`src/logic/ove_pkg.sv`:
```
// constants shared by both ends of the octal volatile enable descriptor link
//------------------------------------------------------------
//------------------------------------------------------------
package ove_pkg;
    // descriptor field positions
    localparam int DESC_AVAIL = 31;
    localparam int DESC_INV = 30;
    localparam int DESC_RSVD = 29;
    localparam int DESC_ADDRD = 28;
    localparam int DESC_BYTE1 = 27;
    localparam int DESC_POS_LSB = 24;
    localparam int DESC_MID_LSB = 16;
    localparam int DESC_MODE_LSB = 20;
    localparam int DESC_DUMMY_LSB = 16;
    localparam int DESC_RDOP_LSB = 8;
    localparam int DESC_WROP_LSB = 0;
    // memory-side reset value of the config register
    localparam logic [7:0] CFG_RST = 8'h00;
    // command that streams out the descriptor word
    localparam logic [7:0] OP_RDESC = 8'h5a;
    // serial clock half period in system clocks
    localparam int LINK_HALF = 8;
    // last bit index of each frame kind
    localparam logic [5:0] LAST_DESC = 6'h27;
    localparam logic [5:0] LAST_ADDR = 6'h2f;
    localparam logic [5:0] LAST_DIRECT = 6'h0f;
    // host register byte offsets
    localparam logic [7:0] REG_CTRL = 8'h00;
    localparam logic [7:0] REG_STATUS = 8'h04;
    localparam logic [7:0] REG_DESC = 8'h08;
    localparam logic [7:0] REG_VALUE = 8'h0c;
    // status bit positions
    localparam int ST_BUSY = 0;
    localparam int ST_DONE = 1;
    localparam int ST_ABSENT = 2;
    localparam int ST_NOOP = 3;
    localparam int ST_OCTAL = 4;
endpackage : ove_pkg

```
`src/logic/ove_link_if.sv`:
```
// serial link between the host controller and the memory end
`timescale 1ns/1ps
interface ove_link_if;
    logic sck;
    logic cs_n;
    logic mosi;
    logic miso;
    modport host (output sck, output cs_n, output mosi, input miso);
    modport mem (input sck, input cs_n, input mosi, output miso);
endinterface : ove_link_if

```
`src/logic/ove_host.sv`:
```
// host controller: reads the descriptor and switches the memory to octal mode
`timescale 1ns/1ps
module ove_host #(
    parameter int HALF = ove_pkg::LINK_HALF
) (
    input wire logic i_clk,
    input wire logic i_rst_n,
    input wire logic i_psel,
    input wire logic i_penable,
    input wire logic i_pwrite,
    input wire logic [7:0] i_paddr,
    input wire logic [31:0] i_pwdata,
    output logic [31:0] o_prdata,
    output logic o_pready,
    output logic o_pslverr,
    ove_link_if.host link,
    output logic o_octal_on
);
    typedef enum logic [6:0] {
        H_IDLE = 7'b0000001,
        H_DESC = 7'b0000010,
        H_CHK = 7'b0000100,
        H_RD = 7'b0001000,
        H_MOD = 7'b0010000,
        H_WR = 7'b0100000,
        H_FIN = 7'b1000000
    } ove_hst_t;

    localparam int DW = $clog2(HALF);

    //------------------------------------------------------------
    // serial clock divider
    //------------------------------------------------------------
    logic [DW-1:0] div_q;
    wire logic tick = div_q == DW'(HALF - 1);
    always_ff @(posedge i_clk or negedge i_rst_n)
    begin
        if (!i_rst_n)
            div_q <= '0;
        else
            div_q <= tick ? '0 : div_q + DW'(1);
    end

    //------------------------------------------------------------
    // state and link registers
    //------------------------------------------------------------
    ove_hst_t st_q;
    logic sck_q;
    logic cs_n_q;
    logic [47:0] frame_q;
    logic [5:0] bit_q;
    logic [5:0] last_q;
    logic [31:0] rx_q;
    logic [1:0] miso_r;
    logic [31:0] desc_q;
    logic [7:0] reg_q;
    logic done_q;
    logic absent_q;
    logic noop_q;
    logic octal_q;
    logic pready_q;
    logic pslverr_q;
    logic [31:0] prdata_q;

    //------------------------------------------------------------
    // descriptor decode
    //------------------------------------------------------------
    wire logic d_avail = desc_q[ove_pkg::DESC_AVAIL];
    wire logic d_inv = desc_q[ove_pkg::DESC_INV];
    wire logic d_acc = desc_q[ove_pkg::DESC_ADDRD];
    wire logic d_byte1 = desc_q[ove_pkg::DESC_BYTE1];
    wire logic [2:0] d_pos = desc_q[ove_pkg::DESC_POS_LSB +: 3];
    wire logic [7:0] d_mid = desc_q[ove_pkg::DESC_MID_LSB +: 8];
    wire logic [7:0] d_rdop = desc_q[ove_pkg::DESC_RDOP_LSB +: 8];
    wire logic [7:0] d_wrop = desc_q[ove_pkg::DESC_WROP_LSB +: 8];
    // mode flags and dummy count are only reported; the host talks
    // single-line, which needs no dummies, so a clear flag never
    // stops it
    wire logic [3:0] d_modes = desc_q[ove_pkg::DESC_MODE_LSB +: 4];
    wire logic [3:0] d_dummy = desc_q[ove_pkg::DESC_DUMMY_LSB +: 4];
    // bit 29 is left undecoded so a later meaning cannot upset the host

    // local address placement inside the 32-bit address
    wire logic [31:0] addr32 = d_byte1 ? {16'h0000, d_mid, 8'h00} : {24'h000000, d_mid};
    wire logic [47:0] frame_desc = {ove_pkg::OP_RDESC, 40'h0000000000};
    wire logic [47:0] frame_rd = d_acc ? {d_rdop, addr32, 8'h00} : {d_rdop, 40'h0000000000};
    // set or clear depending on the published sense, keep other bits
    wire logic en_val = ~d_inv;
    wire logic [7:0] pos_mask = 8'h01 << d_pos;
    wire logic [7:0] new_byte = (reg_q & ~pos_mask) | (en_val ? pos_mask : 8'h00);
    wire logic [47:0] frame_wr = d_acc ? {d_wrop, addr32, new_byte} : {d_wrop, new_byte, 32'h00000000};
    wire logic [5:0] last_rw = d_acc ? ove_pkg::LAST_ADDR : ove_pkg::LAST_DIRECT;
    wire logic no_op = (d_rdop == 8'h00) | (d_wrop == 8'h00);

    wire logic xfer = (st_q == H_DESC) | (st_q == H_RD) | (st_q == H_WR);
    wire logic fdone = xfer & tick & sck_q & (bit_q == last_q);

    //------------------------------------------------------------
    // register bus decode
    //------------------------------------------------------------
    wire logic apb_acc = i_psel & i_penable & ~pready_q;
    wire logic apb_fin = i_psel & i_penable & pready_q;
    wire logic hit_ctrl = i_paddr == ove_pkg::REG_CTRL;
    wire logic hit_stat = i_paddr == ove_pkg::REG_STATUS;
    wire logic hit_desc = i_paddr == ove_pkg::REG_DESC;
    wire logic hit_val = i_paddr == ove_pkg::REG_VALUE;
    wire logic mapped = hit_ctrl | hit_stat | hit_desc | hit_val;
    // starts issued while busy are dropped
    wire logic start = apb_fin & i_pwrite & hit_ctrl & i_pwdata[0] & (st_q == H_IDLE);
    wire logic [31:0] status = {5'h00, d_pos, d_modes, d_dummy, 11'h000,
        octal_q, noop_q, absent_q, done_q, ~(st_q == H_IDLE)};
    wire logic [31:0] rd_mux = hit_stat ? status :
                               hit_desc ? desc_q :
                               hit_val ? {24'h000000, reg_q} : 32'h00000000;

    //------------------------------------------------------------
    // sequencer
    //------------------------------------------------------------
    always_ff @(posedge i_clk or negedge i_rst_n)
    begin
        if (!i_rst_n)
        begin
            st_q <= H_IDLE;
            cs_n_q <= 1'b1;
            frame_q <= 48'h000000000000;
            last_q <= 6'h00;
            desc_q <= 32'h00000000;
            reg_q <= 8'h00;
            done_q <= 1'b0;
            absent_q <= 1'b0;
            noop_q <= 1'b0;
            octal_q <= 1'b0;
        end
        else
        begin
            if (xfer && tick && sck_q)
                frame_q <= {frame_q[46:0], 1'b0};
            case (st_q)
                H_IDLE:
                    if (start)
                    begin
                        done_q <= 1'b0;
                        absent_q <= 1'b0;
                        noop_q <= 1'b0;
                        frame_q <= frame_desc;
                        last_q <= ove_pkg::LAST_DESC;
                        cs_n_q <= 1'b0;
                        st_q <= H_DESC;
                    end
                H_DESC:
                    if (fdone)
                    begin
                        desc_q <= rx_q;
                        cs_n_q <= 1'b1;
                        st_q <= H_CHK;
                    end
                H_CHK:
                    if (tick)
                    begin
                        if (!d_avail)
                        begin
                            absent_q <= 1'b1;
                            st_q <= H_FIN;
                        end
                        else if (no_op)
                        begin
                            noop_q <= 1'b1;
                            st_q <= H_FIN;
                        end
                        else
                        begin
                            frame_q <= frame_rd;
                            last_q <= last_rw;
                            cs_n_q <= 1'b0;
                            st_q <= H_RD;
                        end
                    end
                H_RD:
                    if (fdone)
                    begin
                        reg_q <= rx_q[7:0];
                        cs_n_q <= 1'b1;
                        st_q <= H_MOD;
                    end
                H_MOD:
                    if (tick)
                    begin
                        frame_q <= frame_wr;
                        last_q <= last_rw;
                        cs_n_q <= 1'b0;
                        st_q <= H_WR;
                    end
                H_WR:
                    if (fdone)
                    begin
                        reg_q <= new_byte;
                        octal_q <= 1'b1;
                        cs_n_q <= 1'b1;
                        st_q <= H_FIN;
                    end
                H_FIN:
                begin
                    done_q <= 1'b1;
                    st_q <= H_IDLE;
                end
                default: st_q <= H_IDLE;
            endcase
        end
    end

    //------------------------------------------------------------
    // bit engine: drive on the falling half, sample on the rising
    //------------------------------------------------------------
    always_ff @(posedge i_clk or negedge i_rst_n)
    begin
        if (!i_rst_n)
        begin
            sck_q <= 1'b0;
            bit_q <= 6'h00;
            rx_q <= 32'h00000000;
            miso_r <= 2'h0;
        end
        else
        begin
            miso_r <= {miso_r[0], link.miso};
            if (!xfer)
            begin
                sck_q <= 1'b0;
                bit_q <= 6'h00;
            end
            else if (tick && !sck_q)
            begin
                sck_q <= 1'b1;
                rx_q <= {rx_q[30:0], miso_r[1]};
            end
            else if (tick)
            begin
                sck_q <= 1'b0;
                bit_q <= bit_q + 6'h01;
            end
        end
    end

    //------------------------------------------------------------
    // register bus slave
    //------------------------------------------------------------
    always_ff @(posedge i_clk or negedge i_rst_n)
    begin
        if (!i_rst_n)
        begin
            pready_q <= 1'b0;
            pslverr_q <= 1'b0;
            prdata_q <= 32'h00000000;
        end
        else
        begin
            pready_q <= apb_acc;
            if (apb_acc)
            begin
                pslverr_q <= ~mapped;
                prdata_q <= i_pwrite ? 32'h00000000 : rd_mux;
            end
        end
    end

    assign link.sck = sck_q;
    assign link.cs_n = cs_n_q;
    assign link.mosi = frame_q[47];
    assign o_prdata = prdata_q;
    assign o_pready = pready_q;
    assign o_pslverr = pslverr_q;
    assign o_octal_on = octal_q;
endmodule : ove_host

```
`src/flat_wrapper.sv`:
```
// flat-port wrapper written by rule: the top's interface ports become plain ports
module ove_host_flat 
#(
    parameter int HALF = ove_pkg::LINK_HALF
)
  (i_clk, i_rst_n, i_psel, i_penable, i_pwrite, i_paddr, i_pwdata, o_prdata, o_pready, o_pslverr, o_octal_on, link_sck, link_cs_n, link_mosi, link_miso);
  ove_link_if link_i ();
  input wire logic i_clk;
  input wire logic i_rst_n;
  input wire logic i_psel;
  input wire logic i_penable;
  input wire logic i_pwrite;
  input wire logic [7:0] i_paddr;
  input wire logic [31:0] i_pwdata;
  output logic [31:0] o_prdata;
  output logic o_pready;
  output logic o_pslverr;
  output logic o_octal_on;
  output wire logic [$bits(link_i.sck)-1:0] link_sck;
  output wire logic [$bits(link_i.cs_n)-1:0] link_cs_n;
  output wire logic [$bits(link_i.mosi)-1:0] link_mosi;
  input wire logic [$bits(link_i.miso)-1:0] link_miso;
  assign link_sck = link_i.sck;
  assign link_cs_n = link_i.cs_n;
  assign link_mosi = link_i.mosi;
  assign link_i.miso = link_miso;
  ove_host #(.HALF(HALF)) u_core (.i_clk(i_clk), .i_rst_n(i_rst_n), .i_psel(i_psel), .i_penable(i_penable), .i_pwrite(i_pwrite), .i_paddr(i_paddr), .i_pwdata(i_pwdata), .o_prdata(o_prdata), .o_pready(o_pready), .o_pslverr(o_pslverr), .link(link_i), .o_octal_on(o_octal_on));
endmodule
```
`config.mk`:
```
export PLATFORM = sky130hd
export DESIGN_NAME = ove_host_flat
export DESIGN_NICKNAME = d
export VERILOG_FILES = /design/src/logic/ove_pkg.sv /design/src/logic/ove_link_if.sv /design/src/logic/ove_host.sv /design/src/flat_wrapper.sv
export SDC_FILE = /design/constraint.sdc
export NUM_CORES = 1
export LEC_CHECK = 0
export BUFFER_PORTS_ARGS = -buffer_cell sky130_fd_sc_hd__buf_2
export CORE_ASPECT_RATIO = 0.7
export CORE_MARGIN = 5
export CORE_UTILIZATION = 35
export DETAILED_ROUTE_END_ITERATION = 8
export GPL_TIMING_DRIVEN = 0
export PLACE_DENSITY_LB_ADDON = 0.15
export RECOVER_POWER = 100
export SYNTH_ARGS = -nofsm -noshare
export SYNTH_HDL_FRONTEND = slang
export SYNTH_SLANG_ARGS = --single-unit
```
`constraint.sdc`:
```
create_clock -name i_clk -period 2.74 [get_ports i_clk]
set_clock_uncertainty 0.15 [all_clocks]
set_input_delay 0.411 -clock i_clk [delete_from_list [all_inputs] [get_ports i_clk]]
set_output_delay 0.411 -clock i_clk [all_outputs]
set_load 0.02 [all_outputs]
```
# Word level (Yosys, flattened, before mapping)
# Index checks and enable logic that the tools add are counted.
# word_totals
register_bits,184
latchBits,0
in_bits,46
out_inout_bits,38
memories,0
word_cells,148
mem_bits_rw,0
mem_bits_ro,0
# classes
n_div,0
bitwise,22
n_mux,55
reduce_logical,24
add_sub_neg,2
eq_ne,26
magnitude_cmp,0
n_mul,0
shift,1
# ops
op,count
48-bit 2-to-1 mux,6
48-bit case mux with 3 select lines,1
32-bit 2-to-1 mux,3
40-bit 2-to-1 mux,2
7-bit 2-to-1 mux,8
6-bit 2-to-1 mux,9
7-bit case mux with 6 select lines,1
8-bit 2-to-1 mux,4
8-bit zero test,3
"2-bit by 1-bit != test with 1-bit output, second input constant",10
6-bit case mux with 3 select lines,1
"8-bit by 4-bit equality test with 1-bit output, second input constant",2
16-bit 2-to-1 mux,1
8-bit case mux with 2 select lines,1
1-bit 2-to-1 mux,13
6-bit AND reduction,2
1-bit bitwise AND,10
2-bit AND reduction,5
8-bit bitwise AND,1
"8-bit by 3-bit equality test with 1-bit output, second input constant",1
8-bit inverter,1
8-bit OR,1
"1-bit by 3-bit left shift with 8-bit output, first input constant",1
"7-bit by 1-bit equality test with 1-bit output, second input constant",1
other kinds (27),42

# Depth between registers and ports, before layout
# depth
depth_word,10
mapped_depth,11

# Least setup slack after synthesis
# Ideal clock, no wire load.
# synth_timing
path_type,reg-to-reg
start,register u_core.bit_q[2]
end,register u_core.desc_q[10]
required_ps,2463
setup_ps,127
arrival_ps,2218
path_slack_ps,244
path_buffers,2
path_stages_with_launch,7
cell_sequence,dfrtp_1 > or4_4 > a2111oi_4 > and4_1 > buf_4 > buf_6 > mux2_1
# synth_between
elab_chain_len,3
# synth_lines
element,line_no,rtl
from (decl),ove_host.sv:51,logic [5:0] bit_q;
from (signal assigned),ove_host.sv:239,bit_q <= bit_q + 6'h01;
6-bit equality test,ove_host.sv:96,wire logic fdone = xfer & tick & sck_q & (bit_q == last_q);
1-bit bitwise AND,ove_host.sv:96,
2-bit AND reduction (no source line),--,
to (signal assigned),ove_host.sv:153,desc_q <= rx_q;
to (decl),ove_host.sv:55,logic [31:0] desc_q;
# Every way passes these cells.
# A chain may end at the register's enable or synchronous reset.

# Worst setup path after layout
# layout_timing
start,register u_core.bit_q[2]
end,register u_core.desc_q[24]
# Same word-level chain as after synthesis.

==> results.md <==
* Worst setup EP type: register
* Die width at between 150 and 200 um
* DP Cell Count at 1028
* First-pass GRT wire length at between 30000 and 40000 um
* CTS buffer count at 17
* Worst vdd ir at 0.406 mV
* Area occupied by registers at 4530 um^2
* Effective utilization at floorplan at 0.358
* Required time worst endpoint at 2910 ps
* Core Rows at 46
* Total grt overflow at 0
* All-Layer GR Usage at 0.162
* Final period utilization at 0.978
* Clk_lat worst skew at 440 ps
* Syn avg cell area at 12.3 um^2
* Pin count of the biggest net entering global routing at 110
* R2R cell count at 6
* Critical path's slowest cell: or4_4
* CTS root buf: clkbuf_16
* RSZ-0062 raised after global routing: yes
* Fin. Hold Viols at 0
* Tmin final at 2680 ps
* WL/cell at about 19 um
* Ant. Diodes at 0
* Max Clk Rate at around 370 MHz
* Share of cells above drive strength 1 at 0.209
* 1st-iter DRT viols at 393
* Failing checks: capacitance limit, slew limit
* DRT Pass-1 Iters at 5
* Area Growth Syn to Fin at 17.4%
* Status: finished with violations
* CP peak stage delay at 550 ps
* CTS tree: yes
* Clock sinks at around 180
* PD cells at 555 nW/um^2
* Via density at between 5 and 6
* Number of max-cap violations at 1
* Final ANT Viol Nets at 0
* Hpwl dp at 15000 um
* Syn_nets at 714
* WL final at around 21000 um
* Pleak at around 4.3 nW
* Placer Congestion at 0.849
* Worst slew margin at -0.101
* Area of the multi-input gates at 3400 um^2
* CP Max Fanout at 10
* Post-synth EDFFs at 0
* Register bit total from synthesis at around 180
* Worst-case clock buffer depth at 2
* Area leader, netlist: dfrtp_1
* Crit Path Category: register to register
* IO buf count at 50
* # setup viols final at 0
* Seq/Total Area, Yosys at 0.554
* Hold path cells at 0
* Die height at around 140 um
* DRC at 0
* Critical Path AT at 2850 ps
* Via Count at 5637
* Vias in the first global route at between 5k and 6k
* Buffers and inverters on the worst path at 2
* Synth Flop Type: dfrtp_1
* Async SR Flop Fraction at 1.00
* CP Depth at 6
* Synthesis Warnings at 0
* Startpoint types: register
* Post-synth cell types at 61
* Fin cells at 1074
* Htree depth at 4
* Top delay family on crit path: simple AND/OR/NAND/NOR gates
* Top cell type's share of synthesized area at 0.547
* Crit-path cells: or4_4, a2111oi_4, and4_1, buf_6, buf_8, mux2_1
* Synthesized cell area at just over 8000 um^2
* Layout filler cell count at 2150
* Clock transition at the registers of the reported paths at 70 ps
* Final nets at around 800
* Actual slew at the worst max-slew pin at 1650 ps
* Synth area leaders: dfrtp_1 55%, mux2_4 5.5%, mux2i_1 4.5%
* Worst Hold Class: register to register
* Core area at 22800 um^2
* I/O pins at 84
* Post-Syn Instances at 665
* Initial antenna violation count at 0
* Final slew viol count at 73
* Post-route design area at 9610 um^2
* Die area at 26600 um^2
* Post-Place Cell Area at 8860 um^2
cell families (layout without fill, tap and decap cells):
family                   count (synthesis)  after routing  synth area share
flip-flops                             181            181             0.554
AND/OR/NAND/NOR                        165            165             0.105
AO/OA/AOI/OAI                          149            149             0.138
multiplexers                           103            103             0.151
buffers and inverters                   52            149            0.0349
XOR/XNOR                                12             12            0.0128
adder cells (fa/ha/maj)                  3              3           0.00459
cell usage after synthesis, types with 3 or more instances:
library cell	instances
nand3_1	15
nand2_1	60
xnor2_1	5
nand4_1	6
clkbuf_1	15
a22o_1	24
a21oi_1	13
nor3_1	10
o22ai_1	4
a221o_1	5
nor4_1	4
and2_1	5
o21ai_0	35
nor3b_1	3
mux2_1	23
and2_0	3
o2bb2ai_1	16
nor2_1	30
or2_2	4
a221oi_1	4
buf_2	15
o41ai_1	5
inv_1	7
a21o_1	10
mux2i_1	37
buf_4	7
buf_6	6
xor2_1	7
nand3b_1	5
mux2_2	12
o22a_1	3
dfrtp_1	179
a22oi_1	14
mux2_4	30
ha_1	3
and3_1	3
layer usage:
metal,wire [um],global-route usage
met1,10600,0.243
met2,9030,0.235
met3,915,0.0342
met4,328,0.0511
met5,0,0
final timing paths:
path	startpoint	to	slack (ps)
worst max register to register	u_core.bit_q[2]$_DFFE_PN0P_	u_core.desc_q[24]$_DFFE_PN0P_	60
max in group asynchronous	i_rst_n	u_core.desc_q[7]$_DFFE_PN0P_	410
worst max-delay path	u_core.bit_q[2]$_DFFE_PN0P_	u_core.desc_q[24]$_DFFE_PN0P_	60
worst min register to register	u_core.miso_r[0]$_DFF_PN0_	u_core.miso_r[1]$_DFF_PN0_	220
min in group asynchronous	i_rst_n	u_core.bit_q[2]$_DFFE_PN0P_	790
worst min-delay path	u_core.miso_r[0]$_DFF_PN0_	u_core.miso_r[1]$_DFF_PN0_	220
worst register-to-register path: cells and delay by family (launching register included):
family          cells  cell delay, ps
buf+inv             2             320
flops               1             430
compound gates      1             500
simple gates        2             840
mux                 1             330
sequential cells by signal, indices dropped and copies added (netlist names):
name,cells
u_core.done_q,1
u_core.rx_q,32
u_core.absent_q,1
u_core.last_q,3
u_core.reg_q,8
u_core.miso_r,2
u_core.o_octal_on,1
u_core.o_pready,1
u_core.o_prdata,32
u_core.o_pslverr,1
u_core.link.cs_n,1
u_core.bit_q,6
u_core.noop_q,1
u_core.frame_q,48
u_core.desc_q,32
u_core.link.sck,1
u_core.st_q,7
u_core.div_q,3
cells in the final DEF, fill, tap and decap left out, types with 5 or more instances in the layout:
cell and count:
a21oi_1 13, clkbuf_1 52, o21ai_0 35, a22o_1 24, mux2_1 16, xor2_1 7, nor3_1 9, inv_6 5
nand3b_1 5, mux2i_1 37, o41ai_1 5, o2bb2ai_1 16, mux2_4 37, a22oi_1 14, buf_2 24, nand3_1 15
inv_1 7, nand2_1 59, dfrtp_1 177, nor2_1 29, and2_1 5, a21o_1 10, buf_4 16, xnor2_1 5
a221o_1 5, clkbuf_16 17, buf_6 7, mux2_2 12, nand4_1 6
area by class of cell:
type / count / share of cell area
Inverter: 7 / 0.00273
Clock buffer: 17 / 0.0443
Multi-Input combinational cell: 432 / 0.354
Timing Repair Buffer: 65 / 0.0354
Tap cell: 312 / 0.0406
Sequential cell: 181 / 0.472
Buffer: 45 / 0.0315
Clock inverter: 15 / 0.0193
where the power goes:
group	total (mW)	switching (mW)	leakage, nW	internal [mW]
clock network	2.54	1.16	0.290	1.39
logic	0.112	0.0863	1.72	0.0259
registers	2.68	0.00390	2.27	2.68
total	5.34	1.25	4.28	4.09
timing repair:
action                                  CTS  global route
buffers inserted                          2            10
hold buffers                              2             0
endpoints found under the setup margin   44            99
gates resized for setup                   4            25
pin swaps                                 1             7
endpoints found under the hold margin    72             0
stage by stage:
step	hold WS (ps)	util	setup TNS, ps	setup slack (ps)	total power, mW
6_report	218	0.421	0	60.0	5.34
5_1_grt	225	0.421	-940	-42.2	5.54
4_1_cts	225	0.417	0	12.3	5.41
3_5_place_dp	209	0.388	-6250	-176	2.85
3_3_place_gp	187	0.386	-319150	-1770	2.84
2_1_floorplan	-34.6	-	0	244	2.77
Note: power is estimated with default switching activity, not from simulation.
